## config.mk

```make
export PLATFORM = sky130hd
export DESIGN_NAME = wwdrt_top
export DESIGN_NICKNAME = d
export VERILOG_FILES = /design/src/pkg/wwdrt_pkg.sv /design/src/design/wwdrt_tmr.sv /design/src/design/wwdrt_top.sv
export SDC_FILE = /design/constraint.sdc
export NUM_CORES = 1
export LEC_CHECK = 0
export BUFFER_PORTS_ARGS = -buffer_cell sky130_fd_sc_hd__buf_2
export CAP_MARGIN = 0
export CORE_ASPECT_RATIO = 1.1
export CORE_MARGIN = 10
export CORE_UTILIZATION = 51
export DETAILED_ROUTE_END_ITERATION = 12
export PLACE_DENSITY = 0.68
export SYNTH_ARGS = -nofsm -noshare
export SYNTH_HDL_FRONTEND = slang
export SYNTH_HIERARCHICAL = 1
export SYNTH_SLANG_ARGS = --single-unit
```

## constraint.sdc

```tcl
create_clock -name sys_clk_i -period 11.6 [get_ports sys_clk_i]
set_input_delay 0.58 -clock sys_clk_i [delete_from_list [all_inputs] [get_ports sys_clk_i]]
set_output_delay 0.58 -clock sys_clk_i [all_outputs]
set_load 0.005 [all_outputs]
```

## src/pkg/wwdrt_pkg.sv

```systemverilog
// constants, field layout and decode helpers of the watchdog and reset timing block
package wwdrt_pkg;
  // clock and base tick
  localparam int unsigned CLK_HZ = 40_000_000;
  localparam int unsigned TICK_NS = 1000;
  localparam int unsigned TICK_CYC = CLK_HZ / 1_000_000 * TICK_NS / 1000;
  localparam int unsigned TW = 22;
  // times in microseconds
  localparam int unsigned T_SEL_RST_MAX_US = 200;
  localparam int unsigned T_RST0_US = 20000;
  localparam int unsigned T_RST1_US = 10000;
  localparam int unsigned T_RST2_US = 3600;
  localparam int unsigned T_RST3_US = 1000;
  localparam int unsigned T_EXT_RST_US = 18;
  localparam int unsigned T_LIMP_US = 117000;
  localparam int unsigned T_WAKE_US = 50;
  localparam int unsigned T_NV_DLY_US = 900000;
  localparam int unsigned T_NV_PROG_US = 12000;
  localparam int unsigned T_CAN_ACT_US = 320;
  localparam int unsigned US_PER_MS = 1000;
  // filter limits in ticks, one extra tick covers the phase of the first tick
  localparam int unsigned FLT_EXT_TICKS = T_EXT_RST_US * 1000 / TICK_NS + 1;
  localparam int unsigned FLT_WAKE_TICKS = T_WAKE_US * 1000 / TICK_NS + 1;
  // register offsets
  localparam logic [7:0] A_MODE = 8'h00;
  localparam logic [7:0] A_WDCTL = 8'h01;
  localparam logic [7:0] A_STAT = 8'h02;
  localparam logic [7:0] A_MASK = 8'h03;
  localparam logic [7:0] A_STATE = 8'h04;
  localparam logic [7:0] A_CMD = 8'h05;
  localparam logic [7:0] A_CRC = 8'h75;
  // fields
  localparam int WD_NWP_LSB = 0;
  localparam int WD_WIN_BIT = 3;
  localparam int WD_RLC_LSB = 4;
  localparam logic [2:0] MODE_NORMAL = 3'h7;
  localparam logic [2:0] MODE_RST = 3'h0;
  localparam logic [5:0] WDCTL_RST = 6'h04;
  localparam int ST_EARLY = 0;
  localparam int ST_OVF = 1;
  localparam int ST_EXT = 2;
  localparam int ST_WAKE = 3;
  localparam int ST_NVDONE = 4;
  localparam int NST = 5;
  localparam int CMD_RESTORE = 0;
  localparam int CMD_CLR_LIMP = 1;

  typedef enum logic [1:0] {S_RUN = 2'b01, S_RESET = 2'b10} wwdrt_wd_t;
  typedef enum logic [2:0] {N_IDLE = 3'b001, N_WAIT = 3'b010, N_PROG = 3'b100} wwdrt_nv_t;

  // nominal watchdog period in ms per code
  function automatic logic [12:0] nwp_ms(input logic [2:0] c);
    case (c)
      3'h0: return 13'h0008;
      3'h1: return 13'h0010;
      3'h2: return 13'h0020;
      3'h3: return 13'h0040;
      3'h4: return 13'h0080;
      3'h5: return 13'h0100;
      3'h6: return 13'h0400;
      default: return 13'h1000;
    endcase
  endfunction
endpackage

```

## src/design/wwdrt_tmr.sv

```systemverilog
// one-shot tick timer: runs len+1 ticks after start, pulses done at the end
`timescale 1ns/10ps
`default_nettype none
module wwdrt_tmr (
  input wire logic sys_clk_i,
  input wire logic rst_n_i,
  input wire logic tick_i,
  input wire logic start_i,
  input wire logic abort_i,
  input wire logic [wwdrt_pkg::TW-1:0] len_i,
  output logic busy_o,
  output logic done_o
);
  localparam int TW = wwdrt_pkg::TW;
  logic [TW-1:0] cnt;
  logic done;

  always_ff @(posedge sys_clk_i)
  begin
    if (!rst_n_i)
    begin
      cnt <= '0;
      done <= 1'b0;
    end
    else
    begin
      done <= tick_i && !abort_i && !start_i && cnt == TW'(1);
      if (abort_i)
        cnt <= '0;
      else if (start_i)
        cnt <= TW'(len_i + TW'(1));
      else if (tick_i && cnt != '0)
        cnt <= TW'(cnt - TW'(1));
    end
  end

  assign busy_o = cnt != '0;
  assign done_o = done;
endmodule
`default_nettype wire

```

## src/design/wwdrt_top.sv

```systemverilog
// window watchdog, reset pulse, fail flag, config store and transceiver enable timing
// Operation
// early window trigger pulls reset low promptly
// trigger before first limit forces system reset
// trigger between limits restarts period, no reset
// no trigger by second limit: overflow reset
// nominal period chosen by software period code
// wait 0.9-1.1 s before factory restore
// correct CRC at 075h programs store 10-14ms
// Normal mode enables transceiver within 320 us
// reset width per length code; input filtered
// fail flag after 117-145 ms; wake filtered
//
// The plain strobed port and the register offsets were left to the implementer.
`timescale 1ns/10ps
`default_nettype none
module wwdrt_top #(
  parameter int P_TICK_CYC = wwdrt_pkg::TICK_CYC,
  parameter int P_MS_US = wwdrt_pkg::US_PER_MS,
  parameter int P_RST0_US = wwdrt_pkg::T_RST0_US,
  parameter int P_RST1_US = wwdrt_pkg::T_RST1_US,
  parameter int P_RST2_US = wwdrt_pkg::T_RST2_US,
  parameter int P_RST3_US = wwdrt_pkg::T_RST3_US,
  parameter int P_LIMP_US = wwdrt_pkg::T_LIMP_US,
  parameter int P_NV_DLY_US = wwdrt_pkg::T_NV_DLY_US,
  parameter int P_NV_PROG_US = wwdrt_pkg::T_NV_PROG_US
) (
  input wire logic sys_clk_i,
  input wire logic rst_n_i,
  input wire logic [7:0] reg_addr_i,
  input wire logic [7:0] reg_wdata_i,
  input wire logic reg_wr_i,
  input wire logic reg_rd_i,
  output logic [7:0] reg_rdata_o,
  input wire logic serial_select_n_i,
  input wire logic wd_trig_i,
  input wire logic ext_rst_n_i,
  input wire logic wake_i,
  input wire logic [7:0] nv_crc_i,
  output logic reset_out_n_o,
  output logic limp_o,
  output logic can_en_o,
  output logic nv_prog_o,
  output logic nv_restore_o,
  output logic irq_o
);
  localparam int TW = wwdrt_pkg::TW;
  localparam int NST = wwdrt_pkg::NST;

  // tick divider
  logic [7:0] div;
  wire tick = div == 8'(P_TICK_CYC - 1);
  always_ff @(posedge sys_clk_i)
  begin
    if (!rst_n_i || tick)
      div <= '0;
    else
      div <= 8'(div + 8'h01);
  end

  // registers
  logic [2:0] mode_control_field;
  logic [5:0] wdctl;
  logic [NST-1:0] stat;
  logic [NST-1:0] mask;
  logic [7:0] rdata;
  wire wr_mode = reg_wr_i && reg_addr_i == wwdrt_pkg::A_MODE;
  wire wr_wdctl = reg_wr_i && reg_addr_i == wwdrt_pkg::A_WDCTL;
  wire wr_stat = reg_wr_i && reg_addr_i == wwdrt_pkg::A_STAT;
  wire wr_mask = reg_wr_i && reg_addr_i == wwdrt_pkg::A_MASK;
  wire wr_cmd = reg_wr_i && reg_addr_i == wwdrt_pkg::A_CMD;
  wire wr_crc = reg_wr_i && reg_addr_i == wwdrt_pkg::A_CRC;
  wire [2:0] nominal_period_code = wdctl[wwdrt_pkg::WD_NWP_LSB +: 3];
  wire win_en = wdctl[wwdrt_pkg::WD_WIN_BIT];
  wire [1:0] reset_length_code = wdctl[wwdrt_pkg::WD_RLC_LSB +: 2];

  // reset width per code, scaled by the ticks per millisecond
  function automatic logic [TW-1:0] rst_len(input logic [1:0] c);
    case (c)
      2'h0: return TW'(P_RST0_US * P_MS_US / wwdrt_pkg::US_PER_MS);
      2'h1: return TW'(P_RST1_US * P_MS_US / wwdrt_pkg::US_PER_MS);
      2'h2: return TW'(P_RST2_US * P_MS_US / wwdrt_pkg::US_PER_MS);
      default: return TW'(P_RST3_US * P_MS_US / wwdrt_pkg::US_PER_MS);
    endcase
  endfunction

  // input filters: 0 external reset, 1 wake
  wire [1:0] flt_in = {wake_i, !ext_rst_n_i};
  wire [1:0] flt_evt;
  genvar g;
  generate
    for (g = 0; g < 2; g++)
    begin : g_flt
      localparam logic [6:0] LIM = 7'(g == 0 ? wwdrt_pkg::FLT_EXT_TICKS : wwdrt_pkg::FLT_WAKE_TICKS);
      logic [6:0] fc;
      always_ff @(posedge sys_clk_i)
      begin
        if (!rst_n_i || !flt_in[g])
          fc <= '0;
        else if (tick && fc != LIM)
          fc <= 7'(fc + 7'h01);
      end
      // pulse accepted only when long enough
      assign flt_evt[g] = tick && flt_in[g] && fc == 7'(LIM - 7'h01);
    end
  endgenerate

  // watchdog
  wwdrt_pkg::wwdrt_wd_t wd_state;
  wwdrt_pkg::wwdrt_wd_t next_wd_state;
  logic [TW-1:0] wd_cnt;
  logic sel_q;
  logic rst_done;
  wire st_run = wd_state == wwdrt_pkg::S_RUN;
  // period from the software code
  wire [TW-1:0] wd_limit = TW'(wwdrt_pkg::nwp_ms(nominal_period_code) * P_MS_US);
  wire [TW-1:0] wd_half = wd_limit >> 1;
  wire sel_rise = serial_select_n_i && !sel_q;
  wire trig = st_run && sel_rise && wd_trig_i;
  // trigger inside the closed half of the window
  wire early_trig = trig && win_en && wd_cnt < wd_half;
  // trigger inside the open half restarts the period
  wire ok_trig = trig && !early_trig;
  // overflow at the full period
  wire wd_ovf = st_run && !trig && wd_cnt >= wd_limit;
  wire ext_evt = st_run && flt_evt[0];
  wire sys_rst_req = early_trig || wd_ovf || ext_evt;

  always_comb
  begin
    next_wd_state = wd_state;
    case (wd_state)
      wwdrt_pkg::S_RUN:
        if (sys_rst_req)
          next_wd_state = wwdrt_pkg::S_RESET;
      wwdrt_pkg::S_RESET:
        if (rst_done)
          next_wd_state = wwdrt_pkg::S_RUN;
      default:
        next_wd_state = wwdrt_pkg::S_RESET;
    endcase
  end

  always_ff @(posedge sys_clk_i)
  begin
    if (!rst_n_i)
    begin
      wd_state <= wwdrt_pkg::S_RUN;
      sel_q <= 1'b1;
      wd_cnt <= '0;
    end
    else
    begin
      wd_state <= next_wd_state;
      sel_q <= serial_select_n_i;
      if (!st_run || ok_trig)
        wd_cnt <= '0;
      else if (tick && wd_cnt < wd_limit)
        wd_cnt <= TW'(wd_cnt + TW'(1));
    end
  end

  // reset output follows the state flop, low one cycle after the select rise
  assign reset_out_n_o = wd_state != wwdrt_pkg::S_RESET;

  // reset pulse width from the length code
  wwdrt_tmr u_rst_tmr (
    .sys_clk_i(sys_clk_i),
    .rst_n_i(rst_n_i),
    .tick_i(tick),
    .start_i(st_run && sys_rst_req),
    .abort_i(1'b0),
    .len_i(rst_len(reset_length_code)),
    .busy_o(),
    .done_o(rst_done)
  );

  // fail flag delay
  logic limp;
  logic limp_done;
  logic limp_busy;
  wire fail_evt = early_trig || wd_ovf;
  wire clr_limp = wr_cmd && reg_wdata_i[wwdrt_pkg::CMD_CLR_LIMP];
  // fail flag raised after the limp delay
  wwdrt_tmr u_limp_tmr (
    .sys_clk_i(sys_clk_i),
    .rst_n_i(rst_n_i),
    .tick_i(tick),
    .start_i(fail_evt && !limp && !limp_busy),
    .abort_i(clr_limp),
    .len_i(TW'(P_LIMP_US)),
    .busy_o(limp_busy),
    .done_o(limp_done)
  );
  always_ff @(posedge sys_clk_i)
  begin
    // a finished delay wins over a clear in the same cycle
    if (!rst_n_i)
      limp <= 1'b0;
    else if (limp_done)
      limp <= 1'b1;
    else if (clr_limp)
      limp <= 1'b0;
  end
  assign limp_o = limp;

  // transceiver enable on Normal mode
  logic mode_normal_q;
  logic can_en;
  logic can_done;
  wire mode_normal = mode_control_field == wwdrt_pkg::MODE_NORMAL;
  // enable no later than the activation delay
  wwdrt_tmr u_can_tmr (
    .sys_clk_i(sys_clk_i),
    .rst_n_i(rst_n_i),
    .tick_i(tick),
    .start_i(mode_normal && !mode_normal_q),
    .abort_i(!mode_normal),
    // three short: start edge, done flop and enable flop stay inside the limit
    .len_i(TW'(wwdrt_pkg::T_CAN_ACT_US * 1000 / wwdrt_pkg::TICK_NS - 3)),
    .busy_o(),
    .done_o(can_done)
  );
  always_ff @(posedge sys_clk_i)
  begin
    if (!rst_n_i)
    begin
      mode_normal_q <= 1'b0;
      can_en <= 1'b0;
    end
    else
    begin
      mode_normal_q <= mode_normal;
      can_en <= mode_normal && (can_en || can_done);
    end
  end
  assign can_en_o = can_en;

  // configuration store sequencer
  wwdrt_pkg::wwdrt_nv_t nv_state;
  wwdrt_pkg::wwdrt_nv_t next_nv_state;
  logic nv_done;
  logic nv_restore;
  wire nv_idle = nv_state == wwdrt_pkg::N_IDLE;
  wire restore_go = nv_idle && wr_cmd && reg_wdata_i[wwdrt_pkg::CMD_RESTORE];
  // only a matching CRC at the CRC address starts programming
  wire crc_good = nv_idle && !restore_go && wr_crc && reg_wdata_i == nv_crc_i;
  wire [TW-1:0] nv_len = restore_go ? TW'(P_NV_DLY_US) : TW'(P_NV_PROG_US);
  wire nv_end = nv_done && !nv_idle;

  always_comb
  begin
    next_nv_state = nv_state;
    case (nv_state)
      wwdrt_pkg::N_IDLE:
        if (restore_go)
          next_nv_state = wwdrt_pkg::N_WAIT;
        else if (crc_good)
          next_nv_state = wwdrt_pkg::N_PROG;
      wwdrt_pkg::N_WAIT:
        if (nv_done)
          next_nv_state = wwdrt_pkg::N_IDLE;
      wwdrt_pkg::N_PROG:
        if (nv_done)
          next_nv_state = wwdrt_pkg::N_IDLE;
      default:
        next_nv_state = wwdrt_pkg::N_IDLE;
    endcase
  end

  // one timer for restore delay and programming time
  wwdrt_tmr u_nv_tmr (
    .sys_clk_i(sys_clk_i),
    .rst_n_i(rst_n_i),
    .tick_i(tick),
    .start_i(restore_go || crc_good),
    .abort_i(1'b0),
    .len_i(nv_len),
    .busy_o(),
    .done_o(nv_done)
  );
  always_ff @(posedge sys_clk_i)
  begin
    if (!rst_n_i)
    begin
      nv_state <= wwdrt_pkg::N_IDLE;
      nv_restore <= 1'b0;
    end
    else
    begin
      nv_state <= next_nv_state;
      nv_restore <= nv_done && nv_state == wwdrt_pkg::N_WAIT;
    end
  end
  assign nv_prog_o = nv_state == wwdrt_pkg::N_PROG;
  assign nv_restore_o = nv_restore;

  // status, mask and software registers; a new event wins over its clear
  wire [NST-1:0] events = {nv_end, flt_evt[1], ext_evt, wd_ovf, early_trig};
  wire [NST-1:0] stat_clr = wr_stat ? reg_wdata_i[NST-1:0] : '0;
  wire [7:0] state_view = {3'h0, !nv_idle && !nv_prog_o, nv_prog_o, can_en, limp, !reset_out_n_o};
  wire [7:0] rd_mux = reg_addr_i == wwdrt_pkg::A_MODE ? {5'h00, mode_control_field} :
                      reg_addr_i == wwdrt_pkg::A_WDCTL ? {2'h0, wdctl} :
                      reg_addr_i == wwdrt_pkg::A_STAT ? 8'(stat) :
                      reg_addr_i == wwdrt_pkg::A_MASK ? 8'(mask) :
                      reg_addr_i == wwdrt_pkg::A_STATE ? state_view : 8'h00;
  always_ff @(posedge sys_clk_i)
  begin
    if (!rst_n_i)
    begin
      mode_control_field <= wwdrt_pkg::MODE_RST;
      wdctl <= wwdrt_pkg::WDCTL_RST;
      stat <= '0;
      mask <= '0;
      rdata <= 8'h00;
    end
    else
    begin
      if (wr_mode)
        mode_control_field <= reg_wdata_i[2:0];
      if (wr_wdctl)
        wdctl <= reg_wdata_i[5:0];
      if (wr_mask)
        mask <= reg_wdata_i[NST-1:0];
      stat <= (stat & ~stat_clr) | events;
      rdata <= reg_rd_i ? rd_mux : 8'h00;
    end
  end
  assign reg_rdata_o = rdata;
  assign irq_o = |(stat & mask);
endmodule
`default_nettype wire

```

* Word level (Yosys, flattened, before mapping)
Index checks and enable logic that the tools add are counted.
** Cells by class
- Reduce and logical (&&, ||, !) cells :: 101
- Add/sub/neg operators :: 10
- Order comparisons :: 3
- Shift-type cells :: 0
- Divide/modulo/power cells :: 0
- $mul :: 1
- Equal/unequal tests :: 35
- Bitwise logic cells :: 7
- Muxes and demuxes :: 26
** Operators by type and width (number)
- $pmux 13 s7 :: 1
- $eq 22x1->1 const B :: 4
- $mux 22 :: 4
- $reduce_bool 22->1 :: 4
- $sub 22x1->22 const B :: 4
- $logic_and 1x1->1 :: 50
- $pmux 15 s3 :: 1
- $mux 17 :: 2
- $add 22x1->22 const B :: 1
- $ge 22x22->1 :: 1
- $lt 22x21->1 :: 1
- $lt 22x22->1 :: 1
- $add 20x1->21 const B :: 1
- $mux 20 :: 1
- $mux 5 :: 4
- $logic_not 1->1 :: 19
- $mul 13x7->19 const B :: 1
- $mux 9 :: 2
- $add 15x1->16 const B :: 1
- $eq 8x2->1 const B :: 2
- $eq 8x3->1 const B :: 2
- $eq 3x3->1 const B :: 5
- $add 7x1->7 const B :: 2
- $mux 3 :: 4
- 35 further kinds :: 65
** Storage, ports and cells
- Flip-flop bits (word level) :: 173
- Memories kept :: 0
- Bits in latches :: 0
- ROM bits :: 0
- Memory bits (writable) :: 0
- Bits of input ports :: 32

* Logic depth before layout (Yosys ltp)
Gate-level depths: netlist of run 1.
- Word-level depth :: 13
- Depth in mapped cells :: 36
- Gate-level depth less buffers :: 33

* Modules after synthesis
Netlist of run 1, hierarchy kept.
** By module, submodules not included
- wwdrt_tmr :: area each 1824.2 µm², cells an instance 234, times used 4
- wwdrt_top :: area each 6090.8 µm², cells an instance 705, times used 1

* Least setup slack after synthesis of run 1
Ideal clock, no wire load.
- Path kind :: flip-flop to flip-flop
- Start :: register wdctl[1]
- End :: register u_rst_tmr.cnt[17]
- Slack :: 4.272 ns
- Cell stages (with the launch flop) :: 31
- Buffers on the path :: 3
- Data arrival time :: 7.186 ns
- Cell sequence :: dfxtp_1 clkbuf_1 nand2_1 nor2_1 inv_1 ha_1 or2_2 inv_1 ha_1 fa_1 inv_1 fa_1 inv_1 fa_1 ha_1 a211oi_1 nor2_1 a311oi_1 o21ai_0 xnor2_1 ha_1 nand2_1 o31a_2 maj3_2 or4b_4 a22oi_4 nand2_1 inv_1 clkbuf_1 clkbuf_1 a311oi_1
** Between the ends
- Word-level cells in the longest chain between the ends :: 9
- Elaborated cells on any way between the ends :: 18
- Classes of those cells :: mul (1); order compare (2); eq/ne (6); mux (2); reduce/logical (7)
** Ends and longest elaborated chain
- start: declaration :: line wwdrt_top.sv:63 : logic [5:0] wdctl;
- start signal: assignment :: line wwdrt_top.sv:312 : wdctl <= wwdrt_pkg::WDCTL_RST;
- start signal: assignment :: line wwdrt_top.sv:322 : wdctl <= reg_wdata_i[5:0];
- $eq 3x3->1 (tied with other cells) :: line wwdrt_pkg.sv:53 : case (c)
- $pmux 13 s7 (*) :: line wwdrt_pkg.sv:53
- $mul 13x7->19 (*) :: line wwdrt_top.sv:116 : wire [TW-1:0] wd_limit = TW'(wwdrt_pkg::nwp_ms(nominal_period_code) * P_MS_US);
- $lt 22x21->1 or $ge 22x22->1 (tied branches) :: line wwdrt_top.sv:121, wwdrt_top.sv:125
- $logic_and 1x1->1, on equally long branches :: line wwdrt_top.sv:121, wwdrt_top.sv:125
- $logic_or 1x1->1 (*) (2 in series) :: line wwdrt_top.sv:127 : wire sys_rst_req = early_trig || wd_ovf || ext_evt;
- $logic_and 1x1->1 (*) :: line wwdrt_top.sv:171 : .start_i(st_run && sys_rst_req),
- $mux 22 or $reduce_bool 2->1 (tied branches)
- end signal: assignment :: line wwdrt_tmr.sv:31 : cnt <= TW'(len_i + TW'(1));
- end signal: assignment :: line wwdrt_tmr.sv:33 : cnt <= TW'(cnt - TW'(1));
- end: declaration :: line wwdrt_tmr.sv:15 : logic [TW-1:0] cnt;
Every way passes the cells marked *; elsewhere a longest branch is shown, timed or not.
A chain may end at the register's enable or synchronous reset.

* Worst setup path after layout of run 1
- Start :: register wdctl[2]
- End :: register u_limp_tmr.cnt[19]
** Between the ends
- Word-level cells in the longest chain between the ends :: 9
- Elaborated cells on any way between the ends :: 17
- Classes of those cells :: mul (1); order compare (2); eq/ne (6); mux (1); reduce/logical (7)
** Ends and longest elaborated chain
- $eq 3x3->1 (tied with other cells) :: line wwdrt_pkg.sv:53
- $pmux 13 s7 (*) :: line wwdrt_pkg.sv:53
- $mul 13x7->19 (*) :: line wwdrt_top.sv:116
- $lt 22x21->1 or $ge 22x22->1 (tied branches) :: line wwdrt_top.sv:121, wwdrt_top.sv:125
- $logic_and 1x1->1, on equally long branches :: line wwdrt_top.sv:121, wwdrt_top.sv:125
- $logic_or 1x1->1 (*) :: line wwdrt_top.sv:182 : wire fail_evt = early_trig || wd_ovf;
- $logic_and 1x1->1 (*) (2 in series) :: line wwdrt_top.sv:189 : .start_i(fail_evt && !limp && !limp_busy),
- $reduce_or 3->1 (no source line) (*)
- end signal: assignment :: line wwdrt_tmr.sv:31
- end signal: assignment :: line wwdrt_tmr.sv:33
- end: declaration :: line wwdrt_tmr.sv:15
Marks and branches as above.

==> results of run 1 <==
==> where the power goes <==
group,internal [mW],total [mW],switching [mW]
combinational,0.0210,0.0657,0.0447
clock,0.365,0.629,0.264
sequential,0.588,0.589,0.000874
total,0.974,1.28,0.309
==> worst paths after layout <==
kind,start,to,slack (ns)
setup / recovery,wdctl[2],u_limp_tmr/cnt[19],3.13
hold / removal,serial_select_n_i,sel_q,0.36
setup reg to reg,wdctl[2],u_limp_tmr/cnt[19],3.13
hold reg to reg,u_can_tmr/done_o,can_en_o,0.44
==> cell type report <==
type / instances / area [µm²]
diodes: 5 / 12.5
clock buffers: 17 / 425
clock inverters: 14 / 205
fillers: 2407 / 10600
inverters: 94 / 353
multi-input cells: 1574 / 10300
flip-flops and latches: 171 / 3420
well taps: 352 / 440
repair buffers: 50 / 268
==> state kept, by name (all words and copies together), names as in the netlist, 2 cells and up <==
name / count
mode_control_field: 3
u_rst_tmr/cnt: 22
g_flt.fc: 14
wd_state: 2
u_limp_tmr/cnt: 22
stat: 5
div: 8
nv_state: 3
mask: 5
u_can_tmr/cnt: 22
wdctl: 6
u_nv_tmr/cnt: 22
reg_rdata_o: 6
wd_cnt: 22
==> per-layer routing <==
layer | up-vias | track usage | wire, µm
met4 | 0 | 0.0632 | 548
met5 | - | 0 | 0
met3 | 40 | 0.0291 | 1290
met1 | 5904 | 0.262 | 15800
li1 | 6461 | - | -
met2 | 265 | 0.333 | 16000
==> through the flow <==
stage          setup WS, ns  hold slack, ns   util
2_1_floorplan          4.27           0.413      -
3_3_place_gp           3.47           0.423  0.569
3_5_place_dp           3.25           0.424  0.569
4_1_cts                3.17           0.342  0.593
5_1_grt                2.53           0.348  0.593
6_report               3.13           0.357  0.593
==> cells in the final DEF, fill, tap and decap left out, drive strengths merged, types with 25 or more instances in the layout <==
master  count
nor3       57
dfxtp     171
a211oi     44
o21ai      58
nor4       55
nand3      79
or4        33
nor2       98
xnor2      51
inv       100
xor2       72
a21oi      79
ha         86
buf        50
conb      261
a31oi      33
nand4      68
nand2     141
or3        25
==> impl_metrics.env, run 1 <==
export IMPL_outcome="finished, final reports clean"
export IMPL_hold_violations=0
export IMPL_slew_violations=0
export IMPL_final_cell_area_um2=15400
export IMPL_hpwl_um=24800
export IMPL_cp_num_cells=32
export IMPL_crit_buf_inv=6
export IMPL_crit_arrival_ns=8.77
export IMPL_h_tree_depth=4
export IMPL_drt_iter0_drc=859
export IMPL_grt_pass1_vias=11777
export IMPL_io_pins=46
export IMPL_p_total_mw=1.28
export IMPL_maxSlewHeadroom=0.217
export IMPL_gr_usage_all_layers=0.200
export IMPL_critPathRequiredTime_ns=11.91
export IMPL_maxCapViolations=0
export IMPL_cts_resized=0
export IMPL_clock_path_buffers=2
export IMPL_worstPathMaxFanout=36
export IMPL_routed_wl_um=33700
export IMPL_fp_dieW_um=174
export IMPL_skew_ns=0.0172
export IMPL_ir_worst_vdd_v=0.0000868
export IMPL_wl_per_cell_um=14.8
export IMPL_timing_final_crit_period_ns=8.47
export IMPL_start_util=0.515
export IMPL_drc=0
export IMPL_die_y_um=190
export IMPL_ys_warn_count=6
export IMPL_setup_viol=0
export IMPL_clock_sinks=171
export IMPL_cts_hold_buf=0
export IMPL_rsz0062_at_grt="false"
export IMPL_slowest_stage="o211ai_4"
export IMPL_num_nets_final=2044
export IMPL_cts_tree="yes"
export IMPL_power_density_nw_per_um2=83.2
export IMPL_fin_cells=2277
export IMPL_postCtsSetupBuffers=0
export IMPL_syn_area_per_cell_um2=8.16
export IMPL_syn2layout_area_growth_pct=15.3
export IMPL_dpl_cell_area_um2=14800
export IMPL_io_buffers=43
export IMPL_gr_total_overflow=0
export IMPL_antenna_found_initial=5
export IMPL_root_buffer="clkbuf_16"
export IMPL_ant_nets=0
export IMPL_cp_slowest_stage_delay_ns=0.72
export IMPL_layout_drive_gt1_share=0.0870
export IMPL_critical_path_class="register to register"
export IMPL_end_kind="register"
export IMPL_dp_cells=2241
export IMPL_fmax_mhz=118
export IMPL_p_leak_nw=6.45
export IMPL_path_clk_slew_ns=0.08
export IMPL_cts_inserted_buffers=17
export IMPL_avgViaCountPerCell=5.56
export IMPL_dr_pass1_iters=5
export IMPL_min_path_type="primary input to register"
export IMPL_cp_top_family="adder cells"
export IMPL_hold_depth=2
export IMPL_num_vias=12670
export IMPL_crit_top_cell="inv_1"
export IMPL_worst_pin_slew_ns=1.17
export IMPL_rows=62
export IMPL_synth_cells=1638
export IMPL_grt_max_degree=53
export IMPL_die_area_um2=33100
export IMPL_period_share=0.730
export IMPL_netlist_area_um2=13400
export IMPL_routabilityCongestion=0.881
export IMPL_clock_latency_ns=0.44
export IMPL_reg2reg_depth=32
export IMPL_setup_tns_ns=0
export IMPL_grt_pass1_wl_um=56600
export IMPL_core_area_um2=26000
export IMPL_startpoint_type="register"
Power figures use the tool's default switching activity.
==> inputs of run 2 (changes only) <==
--- a/config.mk
+++ b/config.mk
@@ -11,7 +11,7 @@
 export CORE_MARGIN = 10
 export CORE_UTILIZATION = 51
 export DETAILED_ROUTE_END_ITERATION = 12
-export PLACE_DENSITY = 0.68
+export PLACE_DENSITY = 0.7
 export SYNTH_ARGS = -nofsm -noshare
 export SYNTH_HDL_FRONTEND = slang
 export SYNTH_HIERARCHICAL = 1
==> constraint.sdc (replaced) <==
create_clock -name sys_clk_i -period 7.4 [get_ports sys_clk_i]
set_input_delay 0.37 -clock sys_clk_i [delete_from_list [all_inputs] [get_ports sys_clk_i]]
set_output_delay 0.37 -clock sys_clk_i [all_outputs]
set_load 0.005 [all_outputs]
==> impl_metrics.env, run 2 (synthesis gave the netlist of run 1 again) <==
export IMPL_final_cell_area_um2=15700
export IMPL_setup_tns_ns=0
export IMPL_routed_wl_um=34400
export IMPL_hpwl_um=25600
export IMPL_clkPwrFrac=0.471
export IMPL_slew_violations=0
export IMPL_maxSlewHeadroom=0.283
export IMPL_cts_tree="yes"
export IMPL_rows=62
export IMPL_clock_path_buffers=2
export IMPL_critical_path_class="register to register"
export IMPL_layout_drive_gt1_share=0.108
export IMPL_p_sw_uw=474
export IMPL_end_kind="register"
export IMPL_worst_slack_ns=0.233
export IMPL_num_vias=12815
export IMPL_whs_ns=0.145
export IMPL_p_seq_frac=0.476
export IMPL_critPathRequiredTime_ns=7.78
export IMPL_routabilityCongestion=0.921
export IMPL_io_buffers=43
export IMPL_p_sw_frac=0.244
export IMPL_p_leak_nw=6.55
export IMPL_die_area_um2=33100
export IMPL_clock_sinks=171
export IMPL_io_pins=46
export IMPL_dp_slack_ns=-0.101
export IMPL_min_to="sel_q"
export IMPL_final_common_cell="conb_1"
export IMPL_cts_hold_buf=0
export IMPL_worst_pin_slew_ns=1.07
export IMPL_crit_arrival_ns=7.54
export IMPL_reg2reg_depth=25
export IMPL_start_util=0.515
export IMPL_seqCellArea_um2=3430
export IMPL_hold_violations=0
export IMPL_skew_ns=0.0136
export IMPL_grt_pass1_wl_um=57800
export IMPL_timing_final_crit_period_ns=7.17
export IMPL_cts_inserted_buffers=17
export IMPL_dpl_cell_area_um2=14900
export IMPL_grt_max_degree=41
export IMPL_wl_per_cell_um=14.9
export IMPL_power_frac_comb=0.053
export IMPL_grt_pass1_vias=11897
export IMPL_outcome="finished, final reports clean"
export IMPL_syn2layout_area_growth_pct=17.2
export IMPL_root_buffer="clkbuf_16"
export IMPL_min_path_type="primary input to register"
export IMPL_drc=0
export IMPL_gr_total_overflow=0
export IMPL_fmax_mhz=140
export IMPL_setup_viol=0
export IMPL_startpoint_type="register"
export IMPL_worstPathMaxFanout=8
export IMPL_core_area_um2=26000
export IMPL_path_clk_slew_ns=0.08
export IMPL_reg2reg_slack_ns=0.23
export IMPL_power_density_nw_per_um2=124
export IMPL_die_y_um=190
export IMPL_num_nets_final=2072
export IMPL_h_tree_depth=4
export IMPL_hold_depth=2
export IMPL_period_share=0.969
export IMPL_ir_worst_vdd_v=0.000148
export IMPL_avgViaCountPerCell=5.57
export IMPL_hold_path_startpoint="serial_select_n_i"
export IMPL_final_cell_mix="conb_1 (261), dfxtp_1 (169), nand2_1 (136), nor2_1 (92), inv_1 (89)"
export IMPL_gr_usage_all_layers=0.205
export IMPL_drt_iter0_drc=971
export IMPL_fp_dieW_um=174
export IMPL_regToRegEndpoint="u_rst_tmr/cnt[1]"
export IMPL_maxCapViolations=0
export IMPL_ant_nets=0
export IMPL_n_fill_cell=2423
export IMPL_p_int_mw=1.47
export IMPL_antenna_found_initial=4
export IMPL_r2r_start="wdctl[1]"
export IMPL_clock_latency_ns=0.44
export IMPL_dr_pass1_iters=8
export IMPL_multi_input_area_um2=10400
==> run 2: cell types whose count changed in the layout (fill, tap and decap cells not counted), sizes merged <==
cell      delta
nor3         +1
bufinv       -2
clkinvlp     +2
clkbuf       +3
clkinv       +2
diode        -4
inv          -4
buf         +27
==> run 2: how the worst max path moves through the flow <==
| stage | startpoint | end | slack (ns) | cells after the start |
|---|---|---|---|---|
| final | wdctl[1] | u_rst_tmr/cnt[1] | 0.23 | 25 |
| after global routing | wdctl[1] | u_rst_tmr/cnt[19] | -0.07 | 28 |
| after CTS | wdctl[1] | u_limp_tmr/cnt[6] | 0.02 | 31 |
| after detailed placement | wdctl[1] | u_rst_tmr/cnt[12] | -0.10 | 30 |
| after global placement | wdctl[1] | u_rst_tmr/cnt[12] | 0.08 | 30 |
| after floorplan | wdctl[1] | u_rst_tmr/cnt[17] | 0.07 | 30 |
==> run 2: per-stage QoR <==
stage          cells  power, mW  utilization
2_1_floorplan   1897       1.02            -
3_3_place_gp    2257       1.04        0.573
3_5_place_dp    2257       1.04        0.573
4_1_cts         2289       1.95        0.596
5_1_grt         2302       2.01        0.603
6_report        2302       1.94        0.603
==> run 2: metal layers <==
layer  share of wire  track usage
met4           0.019       0.0665
met1            0.45        0.256
met2            0.49        0.352
met3           0.040       0.0325
met5          0.0015            0
==> run 2: what timing repair did <==
| item | in CTS | in global routing |
|---|---|---|
| gates resized for setup | 2 | 26 |
| buffers inserted | 0 | 11 |
| cloned | 0 | 1 |
| endpoints found under the setup margin | 13 | 53 |
| pin swaps | 0 | 14 |
==> run 2: power groups by stage <==
stage,sequential [mW],clock [mW],combinational (mW)
global route,0.923,0.967,0.121
detailed placement,0.944,0,0.0964
floorplan,0.944,0,0.0717
CTS,0.923,0.928,0.0966
finish,0.923,0.913,0.104
global placement,0.944,0,0.0952
==> run 2: cell type report <==
cell class | count | share of cell area
multi-input combinational | 1575 | 0.662
sequential | 171 | 0.219
timing repair buffer | 77 | 0.0305
clock buffer | 20 | 0.0285
tap | 352 | 0.0281
inverter | 94 | 0.0227
clock inverter | 12 | 0.00894
antenna | 1 | 0.000160
==> run 2: critical path, stage by stage (launching register included) <==
cell and delay, ns:
dfxtp_2 0.34, buf_4 0.14, or3b_2 0.50, buf_4 0.17, fa_1 0.52, fa_1 0.50
inv_1 0.05, fa_1 0.46, ha_1 0.32, ha_1 0.36, o21ai_0 0.12, nor2_2 0.08
o21a_1 0.19, nor2_1 0.21, xor2_2 0.15, ha_1 0.33, nand3_1 0.08, nor3_1 0.16
a21oi_1 0.10, o31a_2 0.29, maj3_2 0.32, or4b_4 0.56, a22oi_4 0.33, nand2_4 0.16
or4_1 0.56, nand3_1 0.09
